==> src/hw/tss_regs.svh <==
// timing figures and clock rate for the transfer switch sequencer
`ifndef TSS_REGS_SVH
`define TSS_REGS_SVH
`define TSS_CLK_HZ 64'd40000000
`define TSS_WEEK_S 64'd604800
`define TSS_RUN_MIN 64'd20
`define TSS_HOLDUP_S 64'd90
`define TSS_START_DLY_S 64'd3
`define TSS_TO_STBY_S 64'd1
`define TSS_TO_UTIL_S 64'd300
`define TSS_COOL_S 64'd300
`endif

==> src/hw/tss_pkg.sv <==
// types shared by the transfer switch sequencer
package tss_pkg;
  typedef logic [47:0] tss_cnt_t;
  // sensed inputs, all asynchronous to ref_clk
  typedef struct packed {
    logic util_lo3;       // utility below three-phase dropout
    logic util_hi3;       // utility above three-phase pickup
    logic util_lo1;       // utility below single-phase dropout
    logic util_hi1;       // utility above single-phase pickup
    logic stby_lo;        // standby below dropout
    logic stby_hi;        // standby above pickup
    logic phase_select_gnd; // strap ties phase_select_terminal to ground
    logic sel_set;        // exerciser switch held in set
    logic sel_enable;     // exerciser switch in enable
    logic sel_disable;    // exerciser switch in disable
  } tss_pins_t;
  // driven contacts and lamps
  typedef struct packed {
    logic start_contact;  // closed across start_contact_terminals
    logic engine_start_lamp;
    logic normal_available_lamp;
    logic standby_ok_lamp;
    logic utility_side_relay;
    logic standby_side_relay;
    logic utility_relay_lamp;
    logic standby_relay_lamp;
  } tss_out_t;
  typedef enum logic [2:0] {
    S_NORMAL   = 3'b000,
    S_START_DLY = 3'b001,
    S_WAIT_STBY = 3'b010,
    S_ON_STBY  = 3'b011,
    S_COOLDOWN = 3'b100,
    S_EXERCISE = 3'b101
  } tss_state_t;
endpackage

==> src/hw/tss_sequencer.sv <==
// transfer switch sequencer: source judging, transfer delays and weekly exerciser
`timescale 1ns/1ps
`include "tss_regs.svh"
module tss_sequencer #(
  parameter tss_pkg::tss_cnt_t START_DLY_CYC = 48'(`TSS_START_DLY_S * `TSS_CLK_HZ),
  parameter tss_pkg::tss_cnt_t TO_STBY_CYC = 48'(`TSS_TO_STBY_S * `TSS_CLK_HZ),
  parameter tss_pkg::tss_cnt_t TO_UTIL_CYC = 48'(`TSS_TO_UTIL_S * `TSS_CLK_HZ),
  parameter tss_pkg::tss_cnt_t COOL_CYC = 48'(`TSS_COOL_S * `TSS_CLK_HZ),
  parameter tss_pkg::tss_cnt_t RUN_CYC = 48'(`TSS_RUN_MIN * 64'd60 * `TSS_CLK_HZ),
  parameter tss_pkg::tss_cnt_t WEEK_CYC = 48'(`TSS_WEEK_S * `TSS_CLK_HZ),
  parameter tss_pkg::tss_cnt_t HOLDUP_CYC = 48'(`TSS_HOLDUP_S * `TSS_CLK_HZ)
) (
  // clock and power-up reset
  input wire logic ref_clk,
  input wire logic srst,
  // sensing and switch pins
  input wire tss_pkg::tss_pins_t pins,
  // contacts, relays and lamps
  output tss_pkg::tss_out_t outs
);

  // ****************************************
  // input synchronisers
  // ****************************************
  tss_pkg::tss_pins_t pin_meta;
  tss_pkg::tss_pins_t pin_s;
  logic set_prev;

  // two flops on every pin before use
  always_ff @(posedge ref_clk) begin
    pin_meta <= pins;
    pin_s <= pin_meta;
    set_prev <= srst ? 1'b0 : pin_s.sel_set;
  end

  // ****************************************
  // source judging
  // ****************************************
  logic util_ok;
  logic stby_ok;
  wire util_lo_sel = pin_s.phase_select_gnd ? pin_s.util_lo1 : pin_s.util_lo3;
  wire util_hi_sel = pin_s.phase_select_gnd ? pin_s.util_hi1 : pin_s.util_hi3;
  wire next_util_ok = util_lo_sel ? 1'b0 : (util_hi_sel ? 1'b1 : util_ok);
  wire next_stby_ok = pin_s.stby_lo ? 1'b0 : (pin_s.stby_hi ? 1'b1 : stby_ok);

  // hysteresis flags
  always_ff @(posedge ref_clk) begin
    util_ok <= srst ? 1'b0 : next_util_ok;
    stby_ok <= srst ? 1'b0 : next_stby_ok;
  end

  // ****************************************
  // exerciser week timer and outage hold-up
  // ****************************************
  tss_pkg::tss_cnt_t week_cnt;
  tss_pkg::tss_cnt_t outage_cnt;
  logic set_lost;
  wire any_src = util_ok | stby_ok;
  wire set_rel = set_prev & ~pin_s.sel_set;
  wire week_wrap = (week_cnt == WEEK_CYC - 48'h0000_0000_0001);
  wire outage_full = (outage_cnt >= HOLDUP_CYC);
  wire reseed = set_lost & any_src;
  wire weekly_go = week_wrap & pin_s.sel_enable & ~pin_s.sel_disable & ~set_lost;
  wire exer_go = set_rel | weekly_go;

  // week timer keeps running in every selector position
  always_ff @(posedge ref_clk) begin
    if (srst | set_rel | reseed | week_wrap) begin
      week_cnt <= '0;
    end else begin
      week_cnt <= week_cnt + 48'h0000_0000_0001;
    end
  end

  // outage counter; set point lost only past the hold-up time
  always_ff @(posedge ref_clk) begin
    if (srst | any_src) begin
      outage_cnt <= '0;
    end else if (!outage_full) begin
      outage_cnt <= outage_cnt + 48'h0000_0000_0001;
    end
    if (srst | reseed) begin
      set_lost <= 1'b0;
    end else if (outage_full) begin
      set_lost <= 1'b1;
    end
  end

  // ****************************************
  // sequence state machine
  // ****************************************
  tss_pkg::tss_state_t state;
  tss_pkg::tss_state_t next_state;
  tss_pkg::tss_cnt_t tmr;
  tss_pkg::tss_cnt_t tmr_lim;
  logic tmr_done;
  logic tmr_hold;

  // delay length for the current state
  assign tmr_lim = (state == tss_pkg::S_START_DLY) ? START_DLY_CYC :
                   (state == tss_pkg::S_WAIT_STBY) ? TO_STBY_CYC :
                   (state == tss_pkg::S_ON_STBY) ? TO_UTIL_CYC :
                   (state == tss_pkg::S_COOLDOWN) ? COOL_CYC : RUN_CYC;
  assign tmr_done = (tmr >= tmr_lim - 48'h0000_0000_0001);
  assign tmr_hold = (state == tss_pkg::S_NORMAL) | (next_state != state) |
                    ((state == tss_pkg::S_WAIT_STBY) & ~stby_ok) |
                    ((state == tss_pkg::S_ON_STBY) & ~util_ok);

  // next state; automatic sequence checked before the exerciser
  always_comb begin
    next_state = state;
    unique case (state)
      tss_pkg::S_NORMAL: begin
        if (!util_ok) begin
          next_state = tss_pkg::S_START_DLY;
        end else if (exer_go) begin
          next_state = tss_pkg::S_EXERCISE;
        end
      end
      tss_pkg::S_START_DLY: begin
        if (util_ok) begin
          next_state = tss_pkg::S_NORMAL;
        end else if (tmr_done) begin
          next_state = tss_pkg::S_WAIT_STBY;
        end
      end
      tss_pkg::S_WAIT_STBY: begin
        if (util_ok) begin
          next_state = tss_pkg::S_COOLDOWN;
        end else if (stby_ok && tmr_done) begin
          next_state = tss_pkg::S_ON_STBY;
        end
      end
      tss_pkg::S_ON_STBY: begin
        if (util_ok && tmr_done) begin
          next_state = tss_pkg::S_COOLDOWN;
        end
      end
      tss_pkg::S_COOLDOWN: begin
        if (!util_ok) begin
          next_state = tss_pkg::S_WAIT_STBY;
        end else if (tmr_done) begin
          next_state = tss_pkg::S_NORMAL;
        end
      end
      tss_pkg::S_EXERCISE: begin
        if (!util_ok) begin
          next_state = tss_pkg::S_WAIT_STBY;
        end else if (tmr_done) begin
          next_state = tss_pkg::S_NORMAL;
        end
      end
      default: begin
        next_state = tss_pkg::S_COOLDOWN;
      end
    endcase
  end

  // state and delay timer; power-up enters cooldown with engine running
  always_ff @(posedge ref_clk) begin
    state <= srst ? tss_pkg::S_COOLDOWN : next_state;
    tmr <= (srst | tmr_hold) ? '0 : tmr + 48'h0000_0000_0001;
  end

  // ****************************************
  // contact, relay and lamp drive
  // ****************************************
  wire next_run = (next_state != tss_pkg::S_NORMAL) & (next_state != tss_pkg::S_START_DLY);
  wire next_on_stby = (next_state == tss_pkg::S_ON_STBY);
  wire next_util_rly = next_util_ok & ~next_on_stby & (next_state != tss_pkg::S_WAIT_STBY);
  tss_pkg::tss_out_t next_outs;
  assign next_outs = '{start_contact: next_run, engine_start_lamp: ~next_run,
                       normal_available_lamp: next_util_ok, standby_ok_lamp: next_stby_ok & next_run,
                       utility_side_relay: next_util_rly, standby_side_relay: next_on_stby,
                       utility_relay_lamp: next_util_rly, standby_relay_lamp: next_on_stby};

  // outputs straight from flops; reset holds start contact closed
  always_ff @(posedge ref_clk) begin
    if (srst) begin
      outs <= '{start_contact: 1'b1, default: 1'b0};
    end else begin
      outs <= next_outs;
    end
  end

  // ****************************************
  // checks
  // ****************************************
  a_drop_fails: assert property (@(posedge ref_clk) disable iff (srst) util_lo_sel |=> !util_ok)
    else $error("utility not failed after dropout");
  a_hyst_holds: assert property (@(posedge ref_clk) disable iff (srst)
    (util_ok && !util_lo_sel) |=> util_ok)
    else $error("utility dropped without dropout");
  a_lamp_util: assert property (@(posedge ref_clk) disable iff (srst)
    $rose(util_ok) |-> outs.normal_available_lamp)
    else $error("normal lamp not following utility");
  a_strap_sel: assert property (@(posedge ref_clk) disable iff (srst)
    (pin_s.phase_select_gnd && pin_s.util_lo1) |=> !util_ok)
    else $error("strap did not pick single-phase thresholds");
  a_fail_seq: assert property (@(posedge ref_clk) disable iff (srst)
    (state == tss_pkg::S_NORMAL && !util_ok) |=>
    (state == tss_pkg::S_START_DLY && !outs.utility_side_relay && !outs.normal_available_lamp))
    else $error("failure did not start start delay");
  a_abort_start: assert property (@(posedge ref_clk) disable iff (srst)
    (state == tss_pkg::S_START_DLY && util_ok) |=> (state == tss_pkg::S_NORMAL && !outs.start_contact))
    else $error("start not cancelled on utility return");
  a_start_close: assert property (@(posedge ref_clk) disable iff (srst)
    (state == tss_pkg::S_START_DLY && tmr_done && !util_ok) |=>
    (outs.start_contact && !outs.engine_start_lamp))
    else $error("start contact not closed after start delay");
  a_xfer_stby: assert property (@(posedge ref_clk) disable iff (srst)
    (state == tss_pkg::S_WAIT_STBY && stby_ok && tmr_done && !util_ok) |=>
    (outs.standby_side_relay && outs.standby_relay_lamp))
    else $error("no transfer after to-standby delay");
  a_retransfer: assert property (@(posedge ref_clk) disable iff (srst)
    (state == tss_pkg::S_ON_STBY && util_ok && tmr_done) |=>
    (outs.utility_side_relay && !outs.standby_side_relay && state == tss_pkg::S_COOLDOWN))
    else $error("no retransfer after to-utility delay");
  a_cool_stop: assert property (@(posedge ref_clk) disable iff (srst)
    (state == tss_pkg::S_COOLDOWN && tmr_done && util_ok) |=> (!outs.start_contact && outs.engine_start_lamp))
    else $error("engine not stopped after cooldown");
  a_exer_noxfer: assert property (@(posedge ref_clk) disable iff (srst)
    (state == tss_pkg::S_EXERCISE) |-> (outs.start_contact && !outs.standby_side_relay))
    else $error("exercise run transferred load");
  a_set_restart: assert property (@(posedge ref_clk) disable iff (srst)
    (set_rel && state == tss_pkg::S_NORMAL && util_ok) |=> (week_cnt == '0 && state == tss_pkg::S_EXERCISE))
    else $error("set release did not restart week and run");
  a_disable_blk: assert property (@(posedge ref_clk) disable iff (srst)
    (pin_s.sel_disable && !set_rel && state == tss_pkg::S_NORMAL) |=> state != tss_pkg::S_EXERCISE)
    else $error("exercise started while disabled");
  a_powerup_run: assert property (@(posedge ref_clk) $fell(srst) |-> (outs.start_contact && !outs.engine_start_lamp))
    else $error("start contact open after power-up");

  // ****************************************
  // checks on source judging, delays, exerciser and hold-up
  // ****************************************
  a_util_pickup: assert property (@(posedge ref_clk) disable iff (srst)
    (util_hi_sel && !util_lo_sel) |=> util_ok)
    else $error("utility not accepted after pickup");
  a_strap_ignore: assert property (@(posedge ref_clk) disable iff (srst)
    (pin_s.phase_select_gnd && !pin_s.util_lo1 && util_ok) |=> util_ok)
    else $error("three-phase level acted with strap fitted");
  a_start_hold: assert property (@(posedge ref_clk) disable iff (srst)
    (state == tss_pkg::S_START_DLY) |-> !outs.start_contact)
    else $error("start requested during start delay");
  a_stby_drop: assert property (@(posedge ref_clk) disable iff (srst)
    pin_s.stby_lo |=> (!stby_ok && !outs.standby_ok_lamp))
    else $error("standby lamp lit below dropout");
  a_stby_pick: assert property (@(posedge ref_clk) disable iff (srst)
    (pin_s.stby_hi && !pin_s.stby_lo) |=> stby_ok)
    else $error("standby not accepted after pickup");
  a_wait_hold: assert property (@(posedge ref_clk) disable iff (srst)
    (state == tss_pkg::S_WAIT_STBY && !stby_ok) |=> (!outs.standby_side_relay && tmr == '0))
    else $error("to-standby delay ran without standby");
  a_util_rst: assert property (@(posedge ref_clk) disable iff (srst)
    (state == tss_pkg::S_ON_STBY && !util_ok) |=> (state == tss_pkg::S_ON_STBY && tmr == '0 && !outs.utility_side_relay))
    else $error("to-utility delay not reset on failure");
  a_cool_hold: assert property (@(posedge ref_clk) disable iff (srst)
    (state == tss_pkg::S_COOLDOWN) |-> outs.start_contact)
    else $error("start contact open during cooldown");
  a_exer_fail: assert property (@(posedge ref_clk) disable iff (srst)
    (state == tss_pkg::S_EXERCISE && !util_ok) |=> (state == tss_pkg::S_WAIT_STBY && outs.start_contact))
    else $error("failure did not override exercise run");
  a_run_hold: assert property (@(posedge ref_clk) disable iff (srst)
    (state == tss_pkg::S_EXERCISE && util_ok && !tmr_done) |=> state == tss_pkg::S_EXERCISE)
    else $error("exercise run ended early");
  a_weekly_run: assert property (@(posedge ref_clk) disable iff (srst)
    (week_wrap && pin_s.sel_enable && !pin_s.sel_disable && !set_lost &&
    state == tss_pkg::S_NORMAL && util_ok) |=> state == tss_pkg::S_EXERCISE)
    else $error("weekly run not started");
  a_week_count: assert property (@(posedge ref_clk) disable iff (srst)
    (!set_rel && !reseed && !week_wrap) |=> (week_cnt == $past(week_cnt) + 48'h0000_0000_0001))
    else $error("week timer stopped counting");
  a_holdup_keep: assert property (@(posedge ref_clk) disable iff (srst)
    (!set_lost && !outage_full) |=> !set_lost)
    else $error("set point lost inside hold-up time");
  a_lost_after: assert property (@(posedge ref_clk) disable iff (srst)
    (!any_src && outage_full) |=> set_lost)
    else $error("set point kept past hold-up time");
  a_reseed_week: assert property (@(posedge ref_clk) disable iff (srst)
    (set_lost && any_src) |=> (week_cnt == '0 && !set_lost))
    else $error("set point not re-established at source return");

endmodule // tss_sequencer

==> config.mk <==
export PLATFORM = sky130hd
export DESIGN_NAME = tss_sequencer
export DESIGN_NICKNAME = d
export VERILOG_FILES = /design/src/hw/tss_pkg.sv /design/src/hw/tss_sequencer.sv
export VERILOG_INCLUDE_DIRS = /design/src /design/src/hw
export SDC_FILE = /design/constraint.sdc
export NUM_CORES = 1
export LEC_CHECK = 0
export ABC_CLOCK_PERIOD_IN_PS = 5100
export BUFFER_PORTS_ARGS = -buffer_cell sky130_fd_sc_hd__buf_2
export CAP_MARGIN = 25
export CORE_ASPECT_RATIO = 1.4
export CORE_MARGIN = 5
export CORE_UTILIZATION = 67
export CTS_CLUSTER_DIAMETER = 40
export DETAILED_ROUTE_END_ITERATION = 12
export PLACE_DENSITY = 0.86
export SYNTH_ARGS = -nofsm -noshare
export SYNTH_HDL_FRONTEND = slang
export SYNTH_SLANG_ARGS = --single-unit
==> constraint.sdc <==
create_clock -name ref_clk -period 5.1 [get_ports ref_clk]
set_input_delay 0.51 -clock ref_clk [delete_from_list [all_inputs] [get_ports ref_clk]]
set_output_delay 0.51 -clock ref_clk [all_outputs]
set_load 0.05 [all_outputs]
# --- After elaboration in Yosys (flattened, before gate mapping) ---
# Index checks and enable logic that the tools add are counted.
totals:
  register_bits: 176
  latch_bits: 0
  ramBits: 0
  mem_bits_ro: 0
  in_bits: 12
  output_inout_bits: 8
  memories: 0
op_classes:
  addsub: 4
  multipliers: 0
  div: 0
  n_lt_le_gt_ge: 2
  eq_ne: 10
  shift: 0
  mux: 20
  bitwise_logic: 29
  reduce_logical: 5
op_table:
  columns: ["op", "count"]
  rows:
  - ["$add A48 B1 Y48 const B", 3]
  - ["$mux W36", 4]
  - ["$eq A48 B45 Y1 const B", 1]
  - ["$ge A48 B32 Y1 const B", 1]
  - ["$ge A48 B48 Y1", 1]
  - ["$sub A36 B1 Y37 const B", 1]
  - ["$mux W3", 9]
  - ["$pmux W3 S5", 1]
  - ["$and A1 B1 Y1", 11]
  - ["$or A1 B1 Y1", 11]
  - ["$eq A3 B2 Y1 const B", 3]
  - ["$not A1 Y1", 7]
  - ["$eq A3 B3 Y1 const B", 2]
  - ["$mux W1", 6]
  - ["$eq A3 B1 Y1 const B", 1]
  - ["$logic_not A3 Y1", 1]
  - ["$ne A3 B1 Y1 const B", 1]
  - ["$ne A3 B2 Y1 const B", 1]
  - ["$ne A3 B3 Y1", 1]
  - ["$reduce_bool A3 Y1", 1]
  - ["$logic_and A1 B1 Y1", 2]
  - ["$reduce_or A2 Y1", 1]

# --- Logic depth before layout (Yosys ltp) ---
# Gate-level depths: netlist (run 1).
depth:
  ltp_word: 16
  depth_mapped: 15
  mapped_depth_nobuf: 13

# --- Worst setup path after synthesis (run 1) ---
# OpenSTA, ideal clock, no wires.
synth_timing:
  kind: "register to register"
  start: "reg state[2]"
  end: "reg tmr[28]"
  setup_time_ns: 0.128
  arrival_ns: 3.167
  t_required_ns: 4.972
  setup_slack_ns: 1.806
  stages_incl_launch_ff: 15
  n_path_buf: 2
  synth_period_minus_slack_ns: 3.294
  path_cell_list: "dfxtp_1 clkbuf_1 nor2_1 and2_0 nor2_1 inv_1 ha_1 nand4_1 nor4b_1 nand3_1 nor3_1 nor3_1 nand2_1 clkbuf_1 nor2_1"
synth_between:
  elab_chain_cells: 16
  word_cells_on_any_way: 32
  classes_between: "1 x add/sub; 1 x order compare; 6 x eq/ne; 14 x mux; 6 x bitwise; 4 x reduce/logical"
synth_rtl:
  columns: ["element", "line", "source"]
  rows:
  - ["start: declaration", "tss_sequencer.sv:92", "tss_pkg::tss_state_t state;"]
  - ["start signal: assignment", "tss_sequencer.sv:161", "state <= srst ? tss_pkg::S_COOLDOWN : next_state;"]
  - ["$eq A3 B3 Y1", "tss_sequencer.sv:103, tss_sequencer.sv:112", null]
  - ["$mux W36", "tss_sequencer.sv:103", "(state == tss_pkg::S_COOLDOWN) ? COOL_CYC : RUN_CYC;"]
  - ["$mux W36", "tss_sequencer.sv:102", "(state == tss_pkg::S_ON_STBY) ? TO_UTIL_CYC :"]
  - ["$mux W36", "tss_sequencer.sv:101", "(state == tss_pkg::S_WAIT_STBY) ? TO_STBY_CYC :"]
  - ["$mux W36", "tss_sequencer.sv:100", "assign tmr_lim = (state == tss_pkg::S_START_DLY) ? START_DLY_CYC :"]
  - ["$sub A36 B1 Y37", "tss_sequencer.sv:104", "assign tmr_done = (tmr >= tmr_lim - 48'h0000_0000_0001);"]
  - ["$ge A48 B48 Y1", "tss_sequencer.sv:104", null]
  - ["$logic_and A1 B1 Y1", "tss_sequencer.sv:130", "end else if (stby_ok && tmr_done) begin"]
  - ["$mux W3", "tss_sequencer.sv:130", null]
  - ["$mux W3", "tss_sequencer.sv:128", "if (util_ok) begin"]
  - ["$pmux W3 S5", "tss_sequencer.sv:112", "unique case (state)"]
  - ["$ne A3 B3 Y1", "tss_sequencer.sv:105", "assign tmr_hold = (state == tss_pkg::S_NORMAL) | (next_state != state) |"]
  - ["$or A1 B1 Y1 (2 in a row)", "tss_sequencer.sv:105", null]
  - ["$or A1 B1 Y1 (*)", "tss_sequencer.sv:106", "((state == tss_pkg::S_WAIT_STBY) & ~stby_ok) |"]
  - ["$or A1 B1 Y1 (*)", "tss_sequencer.sv:162", "tmr <= (srst | tmr_hold) ? '0 : tmr + 48'h0000_0000_0001;"]
  - ["end signal: assignment", "tss_sequencer.sv:162", null]
  - ["end: declaration", "tss_sequencer.sv:94", "tss_pkg::tss_cnt_t tmr;"]
# Mark *: on every way between the ends. The rest lies on a longest branch, timed or not.
# A chain may end at the register's enable or synchronous reset.

# --- Final worst setup path (run 1) ---
layout_timing:
  start: "reg state[2]"
  end: "reg outs[6] in the netlist's numbering"
layout_between:
  elab_chain_cells: 14
  word_cells_on_any_way: 29
  classes_between: "1 x add/sub; 1 x order compare; 6 x eq/ne; 14 x mux; 2 x bitwise; 5 x reduce/logical"
layout_rtl:
  columns: ["element", "line", "source"]
  rows:
  - ["$eq A3 B3 Y1", "tss_sequencer.sv:103, tss_sequencer.sv:112", null]
  - ["$mux W36", "tss_sequencer.sv:103", null]
  - ["$mux W36", "tss_sequencer.sv:102", null]
  - ["$mux W36", "tss_sequencer.sv:101", null]
  - ["$mux W36", "tss_sequencer.sv:100", null]
  - ["$sub A36 B1 Y37", "tss_sequencer.sv:104", null]
  - ["$ge A48 B48 Y1", "tss_sequencer.sv:104", null]
  - ["$logic_and A1 B1 Y1", "tss_sequencer.sv:130", null]
  - ["$mux W3", "tss_sequencer.sv:130", null]
  - ["$mux W3", "tss_sequencer.sv:128", null]
  - ["$pmux W3 S5 (*)", "tss_sequencer.sv:112", null]
  - ["$ne A3 B1 Y1 / $reduce_bool A3 Y1 (equally long branches)", "tss_sequencer.sv:168", "wire next_run = (next_state != tss_pkg::S_NORMAL) & (next_state != tss_pkg::S_START_DLY);"]
  - ["$and A1 B1 Y1 (*)", "tss_sequencer.sv:168", null]
  - ["$not A1 Y1 (*)", "tss_sequencer.sv:172", "assign next_outs = '{start_contact: next_run, engine_start_lamp: ~next_run,"]
  - ["end signal: assignment", "tss_sequencer.sv:182", "outs <= next_outs;"]
  - ["end: declaration", "tss_sequencer.sv:19", "output tss_pkg::tss_out_t outs"]
# Marked as above.

==> metrics.cfg, run 1 <==
[timing]
finalHoldViolations = 0
grt_setup_unrepaired = no
finalSetupTns_ps = 0
fmax_ghz = 0.257
post-route-period-util_pct = 76.4
min_period_ps = 3900
clock-skew-final_ps = 8.17
slew_headroom_pct = 55.5
whs_ps = 180
slew_viol_final = 0
setup_viol = 0
tightest_slew_ps = 662

[setup_path]
worst-setup-path-type = flop to flop
path_max_fanout = 15
cp.arrival_ps = 4270
cp-end-kind = flop
crit_chain = nor2_1, and2_0, nor2_1, inv_1, ha_1, nand4_1, nor4b_1, nand3_1, nor3_1, nor3_1, a311oi_1, and3_1
crit_path_start_kind = flop
max_stage_delay_ps = 590
path_buf_inv = 1
slowest_stage = dfxtp_1
cp.required_ps = 5470
crit_family = simple AND/OR/NAND/NOR gates

[routing]
drt_pre_antenna_iters = 5
routedWlPerCell_um = 15.2
drtIter0Drc = 293
drt_wl_total_mm = 16.0
drc = 0
antenna_left = 0
viasPerCell = 5.93
vias = 6248

[die]
die_y_um = 138
core_area_um2 = 11300
pin_count = 20
die_area_um2 = 13900
die_w_um = 101
fp-row-count = 46
start_util_pct = 68.7

[clock_network]
clock_latency_ps = 430
post_cts_buffers = 0
ctsHoldBuffers = 0
cts-root-buf = clkbuf_16
clk_pin_slew_worst_paths_ps = 70
cts_buffer_depth = 2
cts.sinks = 176
ctsResizeCount = 0
cts_buffers = 17
cts_tree = done
cts_max_level = 4

[yosys]
yosysSeqAreaShare_pct = 45.3
synth-edff-count = 0
netlist_instances = 876
synth_cell_types = 56
ys_async_sr_fraction_pct = 0
netlist_area_um2 = 7780
syn_avg_cell_area_um2 = 8.89
ys_warn_count = 0
yosys_most_used_dff = dfxtp_1
ys_ff_latch = 176

[placement]
dpl.hpwl_mm = 11.1
gp_congestion = 0.930
io_buffers = 19
dp.cells = 1022
postPlaceCellArea_um2 = 7970

[job]
maxCapViolCount = 0

[pwr]
p_leak_uw = 0.00315
p_per_area_nw_per_um2 = 329
vdd_drop_max_v = 0.000256

[layout]
fin_cells = 1054
area_delta_synth_final_pct = 9.76
diodes = 0
drive_gt1_share_pct = 6.81
filler_cell_count = 780
stdcell_area_um2 = 8540
fin_util_pct = 75.4
nets = 940

[global_routing]
grt_pass1_wl_mm = 27.7
grt_usage_pct = 24.5
antenna_found_initial = 0
grt_max_degree = 49
overflow = 0
grt_pass1_vias = 6197

[worst_hold_path]
hold_path_class = input pin to flop

[status]
status = completed

[worst register-to-register path, cell delays in order (launching register included)]
cell and delay [ps]:
dfxtp_1 590, nor2_1 120, and2_0 330, nor2_1 460, inv_1 160, ha_1 350
nand4_1 120, nor4b_1 330, nand3_1 150, nor3_1 370, nor3_1 200, a311oi_1 440
and3_1 210
[synthesized netlist by cell type (3+ instances only)]
cell / number / area share [%]
a211oi_1: 9 / 0.87
a21oi_1: 43 / 2.8
a31oi_1: 3 / 0.24
and2_1: 23 / 1.8
and3_1: 24 / 1.9
and4_1: 11 / 1.2
buf_2: 7 / 0.45
buf_4: 3 / 0.29
buf_6: 3 / 0.43
clkbuf_1: 21 / 1.0
dfxtp_1: 176 / 45
ha_1: 31 / 5.0
inv_1: 20 / 0.96
mux2i_1: 3 / 0.39
nand2_1: 58 / 2.8
nand2b_1: 9 / 0.72
nand3_1: 48 / 3.1
nand4_1: 33 / 2.7
nor2_1: 117 / 5.6
nor2b_1: 10 / 0.80
nor3_1: 13 / 0.84
nor3b_1: 9 / 0.87
nor4_1: 16 / 1.3
nor4b_1: 4 / 0.45
nor4bb_1: 3 / 0.39
o211ai_1: 4 / 0.39
o21ai_0: 30 / 1.9
o31ai_1: 4 / 0.39
or3_1: 22 / 1.8
or4_1: 4 / 0.39
xnor2_1: 37 / 4.2
xor2_1: 49 / 5.5
[report_power, final]
group | internal [uW] | leakage (uW) | switching [uW] | total [uW]
Sequential | 1400 | 0.00143 | 24.2 | 1420
Clock | 690 | 0.000275 | 549 | 1240
Combinational | 52.1 | 0.00145 | 98.7 | 151
[cells by family (layout without fill, tap and decap cells)]
kind of cell,after synthesis,count (layout),share of synthesized area (%)
simple gates,412,412,27.9
flops,176,176,45.3
compound gates,110,110,8.39
xor+xnor,86,86,9.68
buf+inv,55,75,3.20
fa+ha+maj,31,31,4.98
mux,4,4,0.530
other cells,2,16,0.0965
[placed cells by master (no fill, tap or decap), types with 30 or more instances in the layout]
cell     instances
dfxtp_1        176
nor2_1         117
nand2_1         58
xor2_1          49
nand3_1         48
a21oi_1         43
xnor2_1         37
nand4_1         33
ha_1            31
o21ai_0         30
[state kept, by name (all words and copies together) (netlist names)]
| signal | cells |
|---|---|
| state | 3 |
| tmr | 48 |
| week_cnt | 48 |
| outs | 6 |
| set_prev | 1 |
| pin_s | 10 |
| outage_cnt | 48 |
| set_lost | 1 |
| stby_ok | 1 |
| pin_meta | 10 |
[metrics by stage]
| step | power, uW | worst slack [ps] |
|---|---|---|
| 3_5_place_dp | 1600 | 1290 |
| 5_1_grt | 2920 | 835 |
| 4_1_cts | 2830 | 1240 |
| 6_report | 2810 | 1200 |
| 3_3_place_gp | 1590 | 1540 |
| 2_1_floorplan | 1560 | 1810 |
[layer usage]
layer | GRT usage, % | wire length [um]
met2 | 44.6 | 8600
met3 | 5.32 | 555
met5 | 0 | 0
met1 | 26.8 | 6390
met4 | 11.4 | 449
[worst paths after layout]
| path | from | endpoint | slack (ps) | depth (start not counted) |
|---|---|---|---|---|
| worst max-delay path | state[2] | outs[6] | 1200 | 12 |
| worst min-delay path | pins[4] | pin_meta[4] | 180 | 1 |
| worst max register to register | state[2] | outs[6] | 1200 | 12 |
| worst min register to register | pin_meta[3] | pin_s[3] | 330 | 0 |
[area by class of cell]
cell class	count	area [um2]	area share, %
Multi-Input combinational cell	659	4070	47.6
Sequential cell	176	3520	41.2
Clock buffer	18	439	5.14
Tap cell	144	180	2.11
Clock inverter	14	131	1.54
Timing Repair Buffer	23	125	1.46
Inverter	20	75.1	0.879
Power figures use the tool's default switching activity.
==> run 2: changes to the inputs <==
--- a/config.mk
+++ b/config.mk
@@ -6,15 +6,16 @@
 export SDC_FILE = /design/constraint.sdc
 export NUM_CORES = 1
 export LEC_CHECK = 0
-export ABC_CLOCK_PERIOD_IN_PS = 5100
+export ABC_AREA = 1
+export ABC_CLOCK_PERIOD_IN_PS = 3900
 export BUFFER_PORTS_ARGS = -buffer_cell sky130_fd_sc_hd__buf_2
 export CAP_MARGIN = 25
 export CORE_ASPECT_RATIO = 1.4
 export CORE_MARGIN = 5
-export CORE_UTILIZATION = 67
+export CORE_UTILIZATION = 63
 export CTS_CLUSTER_DIAMETER = 40
 export DETAILED_ROUTE_END_ITERATION = 12
-export PLACE_DENSITY = 0.86
+export PLACE_DENSITY = 0.81
 export SYNTH_ARGS = -nofsm -noshare
 export SYNTH_HDL_FRONTEND = slang
 export SYNTH_SLANG_ARGS = --single-unit
==> constraint.sdc (replaced) <==
create_clock -name ref_clk -period 3.9 [get_ports ref_clk]
set_input_delay 0.39 -clock ref_clk [delete_from_list [all_inputs] [get_ports ref_clk]]
set_output_delay 0.39 -clock ref_clk [all_outputs]
set_load 0.05 [all_outputs]
==> run 2 against run 1 <==
Effect of this change: sequential power increased by 31%; global-route usage decreased by 2.0 points; first-iteration DRC count is 25% higher; design area grew 17%; core utilization is 5.6 points lower; synthesized cell count grew 45%; cell count rose by 42%; hold slack lost 120 ps; sequential share of layout area fell by 6.1 points; via count increased by 25%; worst setup slack got worse by 830 ps; count of clock-buffer cells in the layout increased by 2; critical path type unchanged; largest power group unchanged.
==> metrics.cfg, run 2 <==
[yosys]
synth-edff-count = 0  ; unchanged
yosysSeqAreaShare_pct = 38.4  ; -6.8 points
ys_ff_latch = 176  ; unchanged
synth_top_cells_by_area = dfxtp_1 38%, nand2_1 11%, inv_1 8.0%, nor2_1 6.6%, xor2_1 5.1%
ys_warn_count = 0  ; unchanged
synth_most_common_cell = nand2_1
ys_async_sr_fraction_pct = 0  ; unchanged
syn_avg_cell_area_um2 = 7.22  ; -19%
netlist_instances = 1270  ; +45%
synth_cell_types = 45  ; -20%
synthTopCellsByCount = 262 x nand2_1, 195 x inv_1, 176 x dfxtp_1
synth_top_area_cell = dfxtp_1
yosys_most_used_dff = dfxtp_1
netlist_area_um2 = 9170  ; +18%
synth_top_cell_area_share_pct = 38.4  ; -6.8 points

[setup_path]
path_max_fanout = 37  ; +22
worst-setup-path-type = flop to flop
cp.required_ps = 4210  ; -1260 ps
cp_common_cell = nor2_1
path_buf_inv = 6  ; +5
slowest_stage = dfxtp_1
crit_path_start_kind = flop
crit_family = simple AND/OR/NAND/NOR gates
cp-end-kind = flop
max_stage_delay_ps = 480  ; -110 ps
rrSetupSlack_ps = 370  ; -830 ps
crit_chain = inv_2, nor2_1, inv_2, nor2_1, inv_1, o21ai_1, nor2_1, inv_1, ha_1, nand2_1, inv_1, a21oi_1, nand3_2, a21oi_4, nand2_2, nand2_2, nand2_4, nand3_1, nand2_1, nand3_4, buf_12, nor2_1
cp.arrival_ps = 3840  ; -430 ps

[clock_network]
cts.sinks = 176  ; unchanged
cts-root-buf = clkbuf_16
ctsHoldBuffers = 0  ; unchanged
cts_buffer_depth = 2  ; unchanged
cts_buffers = 17  ; unchanged
cts_tree = done
cts_max_level = 4  ; unchanged
ctsResizeCount = 0  ; unchanged
clk_pin_slew_worst_paths_ps = 70  ; about the same
clock_latency_ps = 430  ; about the same
post_cts_buffers = 0  ; unchanged

[timing]
post-route-period-util_pct = 90.5  ; +14 points
slew_viol_final = 0  ; unchanged
grt_setup_unrepaired = no
finalSetupTns_ps = 0  ; unchanged
slew_headroom_pct = 39.3  ; -16 points
whs_ps = 55.2  ; -125 ps
setup_viol = 0  ; unchanged
clock-skew-final_ps = 8.27  ; +0.104 ps
finalHoldViolations = 0  ; unchanged
fmax_ghz = 0.283  ; +10%
tightest_slew_ps = 910  ; +248 ps
min_period_ps = 3530  ; -368 ps

[routing]
drtIter0Drc = 365  ; +25%
drc = 0  ; unchanged
vias = 7786  ; +25%
viasPerCell = 5.19  ; -12%
drt_pre_antenna_iters = 5  ; unchanged
antenna_left = 0  ; unchanged
drt_wl_total_mm = 18.8  ; +18%
routedWlPerCell_um = 12.5  ; -17%

[layout]
layout_commonest_cell = nand2_1
area_delta_synth_final_pct = 9.46
nets = 1341  ; +43%
drive_gt1_share_pct = 10.1  ; +3.3 points
final_cell_mix = 262 x nand2_1, 195 x inv_1, 176 x dfxtp_1
diodes = 0  ; unchanged
top_regs = outage_cnt: 48 flops, tmr: 48 flops, week_cnt: 48 flops
stdcell_area_um2 = 10000  ; +17%

[die]
core_area_um2 = 14400  ; +27%
die_y_um = 153  ; +11%
pin_count = 20  ; unchanged
fp-row-count = 52  ; +13%
start_util_pct = 63.7  ; -4.9 points
die_w_um = 112  ; +11%
die_area_um2 = 17100  ; +23%

[placement]
gp_congestion = 0.976  ; +5.0%
io_buffers = 19  ; unchanged
postPlaceCellArea_um2 = 9440  ; +18%
dpl.hpwl_mm = 14.0  ; +26%

[global_routing]
overflow = 0  ; unchanged
grt_pass1_vias = 7485  ; +21%
grt_pass1_wl_mm = 32.2  ; +16%
antenna_found_initial = 0  ; unchanged
grt_max_degree = 49  ; unchanged
grt_usage_pct = 22.5  ; -2.0 points

[pwr]
p_leak_uw = 0.00383  ; +22%
vdd_drop_max_v = 0.000381  ; +49%
p_per_area_nw_per_um2 = 378  ; +15%

[status]
status = completed

[job]
maxCapViolCount = 0  ; unchanged

[worst_hold_path]
hold_path_class = input pin to flop

## run 2: final timing paths
kind / startpoint / endpoint / depth (start not counted)
max: state[1] / tmr[6] / 22
min: pins[2] / pin_meta[2] / 1
max reg2reg: state[1] / tmr[6] / 22
min reg2reg: pin_meta[8] / pin_s[8] / 0
## run 2: logic make-up (layout without fill, tap and decap cells)
| group | count (synthesis) | count (layout) | share of synthesized area [%] |
|---|---|---|---|
| AO/OA/AOI/OAI | 87 | 87 | 5.32 |
| XOR/XNOR | 65 | 65 | 6.21 |
| adder cells (fa/ha/maj) | 31 | 31 | 4.23 |
| buffers and inverters | 231 | 258 | 9.91 |
| flip-flops | 176 | 176 | 38.4 |
| other | 2 | 16 | 0.0819 |
| AND/OR/NAND/NOR | 678 | 678 | 35.8 |
## run 2: power by group
group	internal, uW	leakage [uW]	switching, uW
Clock	944	0.000289	732
Sequential	1840	0.00143	26.1
Combinational	72.9	0.00211	181
## run 2: final cells by class
type | instances | area (um2)
clock buffers | 20 | 467
clock inverters | 12 | 124
fillers | 1209 | 4350
inverters | 204 | 766
multi-input cells | 877 | 4790
flip-flops and latches | 176 | 3520
well taps | 189 | 236
repair buffers | 22 | 130
## run 2: worst reg2reg max path: stages (launching register included)
cell     delay, ps
dfxtp_1        480
inv_2           70
nor2_1         110
inv_2           70
nor2_1         200
inv_1           90
o21ai_1        240
nor2_1         180
inv_1           90
ha_1           230
nand2_1         60
inv_1           50
a21oi_1        190
nand3_2        120
a21oi_4        200
nand2_2         80
nand2_2         80
nand2_4         70
nand3_1        160
nand2_1        120
nand3_4        100
buf_12         300
nor2_1         120
## run 2: per-layer routing
| layer | vias to the layer above | track usage [%] | part of all wire [%] |
|---|---|---|---|
| li1 | 4060 | - | - |
| met2 | 170 | 41.1 | 52 |
| met5 | - | 0 | 0 |
| met3 | 72 | 4.53 | 3.5 |
| met4 | 0 | 12.6 | 4.7 |
| met1 | 3484 | 24.0 | 40 |
## run 2: stage by stage
step | util (%) | worst slack, ps | instances | power, uW
floorplan | - | 860 | 1284 | 2100
global route | 69.8 | 53.3 | 1500 | 3950
detailed placement | 65.7 | 385 | 1468 | 2160
global placement | 65.7 | 515 | 1468 | 2150
CTS | 69.8 | 378 | 1500 | 3830
finish | 69.8 | 370 | 1500 | 3790
